File: src/verilog/counter8_params.svh
// Offsets, field positions, reset values and timing counts of the 8-bit counter
`ifndef COUNTER8_PARAMS_SVH
`define COUNTER8_PARAMS_SVH

`define CNT_ADDR_W           3
`define CNT_OFS_OPTION       3'h0
`define CNT_OFS_COUNT        3'h1
`define CNT_OFS_IRQ_CONTROL  3'h2
`define CNT_OFS_IRQ_STATUS   3'h3
`define CNT_OFS_IRQ_CLEAR    3'h4
`define CNT_OFS_IRQ_ENABLE   3'h5

`define CNT_OPT_PULLUP_DIS   7
`define CNT_OPT_INT_EDGE     6
`define CNT_OPT_SRC_SEL      5
`define CNT_OPT_SRC_EDGE     4
`define CNT_OPT_PSA          3
`define CNT_OPT_RATE_HI      2
`define CNT_OPT_RATE_LO      0

`define CNT_IRQC_OVF_EN      5
`define CNT_IRQC_OVF_FLAG    2
`define CNT_IRQ_OVF_BIT      0

`define CNT_OPTION_RESET     8'hff
`define CNT_COUNT_RESET      8'h00
`define CNT_COUNT_MAX        8'hff

`define CNT_PHASE_Q2         2'h1
`define CNT_PHASE_Q4         2'h3
`define CNT_CLK_PER_INSTR    4
`define CNT_INHIBIT_INSTR    2
`define CNT_INHIBIT_CLKS     (`CNT_INHIBIT_INSTR * `CNT_CLK_PER_INSTR)

`endif

File: src/verilog/counter8_pkg.sv
// Types of the 8-bit counter with shared prescaler
package counter8_pkg;

	typedef struct packed {
		logic [7:0] option;     // Option register
		logic [7:0] count;      // 8-bit count
		logic [7:0] presc;      // Shared prescaler count
		logic       ovf_flag;   // Sticky overflow flag
		logic       ovf_en;     // Overflow interrupt enable
		logic [1:0] phase;      // Q1..Q4 phase within an instruction cycle
		logic [3:0] inhibit;    // Increment hold-off after a count write
		logic       pend;       // Increment waiting for a Q2/Q4 sample
		logic       sync1;      // Pin synchroniser stages
		logic       sync2;
		logic       sync3;
		logic       pin_lvl;    // Filtered pin level
		logic [7:0] rdata;      // Read data
		logic       irq;        // Interrupt output
		logic       wdt_out;    // Prescaled watchdog tick
	} state_t;

endpackage : counter8_pkg

File: src/verilog/counter8_shared_prescaler.sv
// 8-bit timer/counter with a prescaler shared with the watchdog
// Functional notes
// - One prescaler serves either the counter or the watchdog, never both.
// - Option bit 3 high gives the prescaler to the watchdog, low to counter.
// - Counter rate codes 000..111 divide by 2 up to 256, doubling.
// - Watchdog rate codes 000..111 divide by 1 up to 128, doubling.
// - Counter counts undivided only while the prescaler belongs to the watchdog.
// - Prescaler not accessible; count writes clear it while owned by counter.
// - Watchdog clear instruction clears the prescaler while owned by watchdog.
// - Overflow flag sets on every wrap from ff to 00, enabled or not.
// - Only software clears the flag; interrupt raised only while enabled.
// - Counter is frozen in sleep, so overflow never wakes the processor.
// - External increments are synchronised by sampling on Q2 and Q4.
// - Option bit 5 selects pin transitions (1) or instruction clock (0).
// - Option bit 4 high counts falling pin edges, low counts rising edges.
// - Option bit 7 high disables port pull-ups; low enables them per latch.
// - Option bit 6 high selects rising external interrupt edge, low falling.
// - With option bit 5 low and bit 3 high, count increments each instruction cycle; writes inhibit two cycles.
`include "counter8_params.svh"
`timescale 1ns/10ps
`default_nettype none

module counter8_shared_prescaler (
	input  wire logic                   mclk,                 // 20 MHz oscillator clock
	input  wire logic                   srst,                 // Synchronous reset, high
	input  wire logic [`CNT_ADDR_W-1:0] reg_addr,             // Register address
	input  wire logic [7:0]             reg_wdata,            // Write data
	input  wire logic                   reg_wr,               // Write strobe
	input  wire logic                   reg_rd,               // Read strobe
	output logic      [7:0]             reg_rdata,            // Read data, cycle after strobe
	input  wire logic                   ext_count_input,      // External count pin
	input  wire logic                   sleep_mode,           // Core is in sleep
	input  wire logic                   watchdog_clear_instr, // Watchdog clear pulse
	input  wire logic                   watchdog_tick,        // Watchdog base tick pulse
	output logic                        watchdog_presc_tick,  // Prescaled watchdog tick
	output logic                        port_pullup_disable,  // Port pull-up disable level
	output logic                        ext_int_edge,         // Ext interrupt edge select
	output logic                        irq                   // Overflow interrupt level
);

	counter8_pkg::state_t s_reg;
	counter8_pkg::state_t s_next;

	// True when the low nbits of v are all ones; nbits of zero is always true
	function automatic logic presc_term(input logic [7:0] v, input logic [3:0] nbits);
		logic [8:0] m;
		m = (9'h001 << nbits) - 9'h001;
		return (v & m[7:0]) == m[7:0];
	endfunction : presc_term

	logic       prescaler_assign;
	logic [2:0] rate;
	logic       pin_edge;
	logic       src_tick;
	logic       inc_req;
	logic       sample;
	logic       ovf_set;
	logic       wr_count;

	always_comb begin
		s_next   = s_reg;
		prescaler_assign      = s_reg.option[`CNT_OPT_PSA];
		rate     = s_reg.option[`CNT_OPT_RATE_HI:`CNT_OPT_RATE_LO];
		inc_req  = 1'b0;
		ovf_set  = 1'b0;
		wr_count = reg_wr && (reg_addr == `CNT_OFS_COUNT);

		// Three-stage pin synchroniser, level accepted once stages two and three agree
		s_next.sync1 = ext_count_input;
		s_next.sync2 = s_reg.sync1;
		s_next.sync3 = s_reg.sync2;
		if (s_reg.sync2 == s_reg.sync3) begin
			s_next.pin_lvl = s_reg.sync3;
		end
		pin_edge = (s_next.pin_lvl != s_reg.pin_lvl) &&
			(s_next.pin_lvl != s_reg.option[`CNT_OPT_SRC_EDGE]);

		s_next.phase = s_reg.phase + 2'h1;
		src_tick = s_reg.option[`CNT_OPT_SRC_SEL] ? pin_edge :
			(s_reg.phase == `CNT_PHASE_Q4);
		sample = (s_reg.phase == `CNT_PHASE_Q2) || (s_reg.phase == `CNT_PHASE_Q4);

		s_next.wdt_out = 1'b0;
		if (s_reg.inhibit != 4'h0) begin
			s_next.inhibit = s_reg.inhibit - 4'h1;
		end

		if (!sleep_mode) begin
			if (!prescaler_assign) begin
				if (src_tick) begin
					s_next.presc = s_reg.presc + 8'h01;
					inc_req = presc_term(s_reg.presc, {1'b0, rate} + 4'h1);
				end
			end else begin
				inc_req = src_tick;
				if (watchdog_tick) begin
					s_next.presc   = s_reg.presc + 8'h01;
					s_next.wdt_out = presc_term(s_reg.presc, {1'b0, rate});
				end
			end
			if (inc_req) begin
				s_next.pend = 1'b1;
			end
			if (sample) begin
				// A request arriving on a sample cycle stays pending for the next one
				s_next.pend = inc_req;
				if (s_reg.pend && s_reg.inhibit == 4'h0) begin
					s_next.count = s_reg.count + 8'h01;
					ovf_set = (s_reg.count == `CNT_COUNT_MAX);
				end
			end
		end

		if (prescaler_assign && watchdog_clear_instr) begin
			s_next.presc = 8'h00;
		end

		if (ovf_set) begin
			s_next.ovf_flag = 1'b1;
		end

		if (reg_wr) begin
			case (reg_addr)
				`CNT_OFS_OPTION: begin
					s_next.option = reg_wdata;
				end
				`CNT_OFS_COUNT: begin
					s_next.count   = reg_wdata;
					s_next.inhibit = 4'(`CNT_INHIBIT_CLKS);
					s_next.pend    = 1'b0;
				end
				`CNT_OFS_IRQ_CONTROL: begin
					s_next.ovf_en   = reg_wdata[`CNT_IRQC_OVF_EN];
					s_next.ovf_flag = reg_wdata[`CNT_IRQC_OVF_FLAG] | ovf_set;
				end
				`CNT_OFS_IRQ_CLEAR: begin
					if (reg_wdata[`CNT_IRQ_OVF_BIT] && !ovf_set) begin
						s_next.ovf_flag = 1'b0;
					end
				end
				`CNT_OFS_IRQ_ENABLE: begin
					s_next.ovf_en = reg_wdata[`CNT_IRQ_OVF_BIT];
				end
				default: begin
				end
			endcase
		end

		if (wr_count && !prescaler_assign) begin
			s_next.presc = 8'h00;
		end

		s_next.rdata = 8'h00;
		if (reg_rd) begin
			case (reg_addr)
				`CNT_OFS_OPTION: begin
					s_next.rdata = s_reg.option;
				end
				`CNT_OFS_COUNT: begin
					s_next.rdata = s_reg.count;
				end
				`CNT_OFS_IRQ_CONTROL: begin
					s_next.rdata[`CNT_IRQC_OVF_EN]   = s_reg.ovf_en;
					s_next.rdata[`CNT_IRQC_OVF_FLAG] = s_reg.ovf_flag;
				end
				`CNT_OFS_IRQ_STATUS: begin
					s_next.rdata[`CNT_IRQ_OVF_BIT] = s_reg.ovf_flag;
				end
				`CNT_OFS_IRQ_ENABLE: begin
					s_next.rdata[`CNT_IRQ_OVF_BIT] = s_reg.ovf_en;
				end
				default: begin
				end
			endcase
		end

		s_next.irq = s_next.ovf_flag && s_next.ovf_en;
	end

	always_ff @(posedge mclk) begin
		if (srst) begin
			s_reg          <= '0;
			s_reg.option   <= `CNT_OPTION_RESET;
			s_reg.count    <= `CNT_COUNT_RESET;
		end else begin
			s_reg <= s_next;
		end
	end

	assign reg_rdata           = s_reg.rdata;
	assign watchdog_presc_tick = s_reg.wdt_out;
	assign port_pullup_disable = s_reg.option[`CNT_OPT_PULLUP_DIS];
	assign ext_int_edge        = s_reg.option[`CNT_OPT_INT_EDGE];
	assign irq                 = s_reg.irq;

endmodule : counter8_shared_prescaler

`default_nettype wire
File: config.mk
export PLATFORM = sky130hd
export DESIGN_NAME = counter8_shared_prescaler
export DESIGN_NICKNAME = d
export VERILOG_FILES = /design/src/verilog/counter8_pkg.sv /design/src/verilog/counter8_shared_prescaler.sv
export VERILOG_INCLUDE_DIRS = /design/src /design/src/verilog
export SDC_FILE = /design/constraint.sdc
export NUM_CORES = 1
export LEC_CHECK = 0
export ABC_AREA = 1
export BUFFER_PORTS_ARGS = -buffer_cell sky130_fd_sc_hd__buf_2
export CORE_ASPECT_RATIO = 0.8
export CORE_MARGIN = 5
export CORE_UTILIZATION = 35
export CTS_CLUSTER_DIAMETER = 60
export DETAILED_ROUTE_END_ITERATION = 12
export PLACE_DENSITY = 0.59
export SLEW_MARGIN = 40
export SYNTH_ARGS = -nofsm -noshare
export SYNTH_HDL_FRONTEND = slang
export SYNTH_SLANG_ARGS = --single-unit
export TNS_END_PERCENT = 5
File: constraint.sdc
create_clock -name mclk -period 3.98 [get_ports mclk]
set_input_delay 0.398 -clock mclk [delete_from_list [all_inputs] [get_ports mclk]]
set_output_delay 0.398 -clock mclk [all_outputs]
set_load 0.005 [all_outputs]
==> results.txt <==
- Worst hold path startpoint: ext_count_input
* Max Transition Viols Final: 0
* Kind of end point of the critical path: flip-flop
- Via count normalized by instance count: 4.81
- Counting distinct cell types in the post-synthesis netlist gives 39.
- sky130_fd_sc_hd__nand2_1 is the most common cell in the netlist.
- After detailed routing, the average wire length per cell comes to 12.6 um.
- Cell leakage power: 1.45 nW
- Max-cap violations in this run came to 0.
- The floorplan step defined a core boundary enclosing 7460 sq um.
* Most crowded layer after global routing: met2
* Layout filler cell count: 805
* Count of placed standard cells in the final layout, fillers left out: 522
- The initial utilization of the core area, before any placement, comes to 36.4%.
- Critical Path Start: rate[1]
* Worst-Skew Late Latency: 0.30 ns
* Std cell rows: 28
* Number of antenna violations at the first check in global routing: 0
- Number of nets with antenna violations after detailed routing: 0
- Detailed placement ended at an HPWL of 5170 um.
- The floorplan step defined a die boundary enclosing 9620 sq um.
- Antenna Diode Count: 0
- Power Total: 980 uW
- Layout cells sized above 1: 13.4%
* Post-placement worst setup slack: 1.70 ns
* Depth of the CTS H-tree: 2
* Reg2reg setup slack: 1.67 ns
- Netlist area before placement: 2710 sq um
- Mapped Cells: 394
- Outcome: complete, no violations
* Placed insts: 514
- Setup violations remaining at the end of the flow were counted as 0.
* Layout overhead on the synthesized area: 9.69%
- Maximum root-to-sink buffer count: 2
- CTS clock-pin slew for the worst setup and hold paths: 0.09 ns
- Initial DRC Count: 132
* Num Clock Sinks: 47
- Top area cells in the synthesized netlist: sky130_fd_sc_hd__dfxtp_1 35%, sky130_fd_sc_hd__nand2_1 12%, sky130_fd_sc_hd__inv_1 8.6%
- Post-CTS Setup Repair Bufs: 0
- Final hold violation count: 0
- Number of resized instances in the post-cts repair step: 0
- In this run the critical register-to-register path is launched from rate[1].
* Yosys top cell area share: 34.7%
- In the global route stage, met1 resource usage came out at 21.5%.
- Post-route clock skew: 0.00812 ns
- Buffers inserted to repair hold after CTS numbered 0.
- For the worst setup path, the data arrival time is 2.51 ns.
- Global routing used 14.8% of the available tracks.
* Library cell with the largest summed area after synthesis: sky130_fd_sc_hd__dfxtp_1
* Number of flops mapped to enable cells by yosys: 0
- The number of nets handed over by synthesis was 422.
* Number of iterations in the first detailed-routing pass: 4
- Buffers placed on the I/O ports in this run total 30.
- Actual slew at the worst max-slew pin: 0.635 ns
* CP Class: flip-flop to flip-flop
- For the final routed database, the setup TNS stands at 0 ns.
* GR Layer Usage met3: 3.06%
- Global route total overflow: 0
- For the worst setup path, the data required time is 4.17 ns.
- The finished cells cover 2980 sq um.
- Final #Nets: 444
* Leading post-synthesis cells by instance count: 87 x sky130_fd_sc_hd__nand2_1, 62 x sky130_fd_sc_hd__inv_1, 47 x sky130_fd_sc_hd__dfxtp_1, 36 x sky130_fd_sc_hd__nand3_1, 29 x sky130_fd_sc_hd__nor2_1
- CTS root buf: sky130_fd_sc_hd__clkbuf_8
* Minimum hold slack: 0.288 ns
- Yosys warning count: 0
- Routed WL: 6600 um
- Post-route clock period utilization: 58.1%
* Placed Instance Area: 2890 sq um
- Die extent in y: 88.7 um
- Final core area utilization: 39.9%
* Timing-limited maximum frequency: 432 MHz
- For the worst flop-to-flop path, the logic depth is 12.
* Worst Hold End: s_next[12]
* Worst Hold Depth: 3
* DRC violations left: 0
- In this run the critical register-to-register path is captured at s_reg[14].
* PD cells: 329 nW/um^2
- TritonCTS built the clock tree.
- Fin worst setup slack: 1.67 ns
* Dominant synthesized flop cell: sky130_fd_sc_hd__dfxtp_1
* Number of synthesized register bits: 47
* I/O Pins: 31
- The worst setup path is launched from a flip-flop.
- CP max FO: 9
- Post-layout minimum cycle time: 2.31 ns
- Die span in x: 108 um
- Fraction of the yosys area taken by sequential cells: 34.7%
- Remaining max-slew budget at the tightest pin: 57.4%
- Wire length of the first global-routing pass: 11,300 um
* Worst Hold Class: input port to flip-flop
* Met2 GRT Util: 22.3%
- Unrepaired setup endpoints after global routing: false
- Synth async-reset ratio: 0%
- The routed layout has 2,513 vias.
- Final RePlAce weighted congestion: 0.803
- CTS Buf Count: 5
* Largest net degree at the start of global routing: 20
* Number of global-route vias before repair: 2,361
- Flip-flop count of the largest register after layout: 29
- After synthesis, the mean cell area works out to 6.88 sq um.
- Worst supply voltage drop on vdd: 0.128 mV
## how the worst max path moves through the flow
stage | end | slack [ns] | cells past startpoint
2_1_floorplan | s_reg[14] | 1.79 | 14
6_report | s_reg[14] | 1.67 | 12
3_3_place_gp | s_reg[14] | 1.80 | 12
5_1_grt | s_reg[14] | 1.43 | 13
3_5_place_dp | s_reg[14] | 1.70 | 12
4_1_cts | s_reg[14] | 1.69 | 12
## kinds of logic after synthesis
group	Yosys count	synth area share, %
simple gates	181	30.2
buf+inv	82	13.1
compound gates	65	14.7
flops	47	34.7
xor+xnor	10	3.23
fa+ha+maj	9	4.15
## power by group
group          internal, mW  switching (mW)
clock                 0.121           0.166
sequential            0.497          0.0209
combinational        0.0636           0.112
total                 0.681           0.299
## final cells by class
type | count | area [sq um] | share of cell area [%]
Tap cell | 105 | 131 | 4.42
Timing Repair Buffer | 30 | 150 | 5.05
Multi-Input combinational cell | 265 | 1420 | 47.6
Inverter | 67 | 251 | 8.45
Clock inverter | 3 | 15.0 | 0.505
Sequential cell | 47 | 941 | 31.6
Clock buffer | 5 | 68.8 | 2.31
## critical path: stages (launching register included)
cell                      delay, ns
sky130_fd_sc_hd__dfxtp_1       0.53
sky130_fd_sc_hd__nand2_2       0.11
sky130_fd_sc_hd__inv_1         0.16
sky130_fd_sc_hd__ha_1          0.30
sky130_fd_sc_hd__nand3_1       0.16
sky130_fd_sc_hd__ha_1          0.30
sky130_fd_sc_hd__or2_2         0.27
sky130_fd_sc_hd__nand3_1       0.08
sky130_fd_sc_hd__nor2_1        0.05
sky130_fd_sc_hd__nand3_1       0.08
sky130_fd_sc_hd__nand2_1       0.05
sky130_fd_sc_hd__nand2_1       0.05
sky130_fd_sc_hd__a21oi_1       0.05
## metal layers
| layer | share of wire [%] | vias to the layer above |
|---|---|---|
| li1 | - | 1309 |
| met1 | 53 | 1146 |
| met2 | 40 | 50 |
| met3 | 6.1 | 8 |
| met4 | 0.94 | 0 |
| met5 | 0 | - |
## cells in the final DEF, fill, tap and decap left out, drive strengths merged, types with 2 or more instances in the layout
master and n:
xor2 9, a21oi 21, o22ai 4, o21ai 18, a31oi 2, clkbuf 5
ha 9, or2 2, a211oi 4, o211ai 10, inv 66, buf 30
nand2 90, clkinv 4, nand3b 2, dfxtp 47, nand3 37, nand4 5
nor2 36, nor3 7, o221ai 2
(Power assumes the default switching activity.)
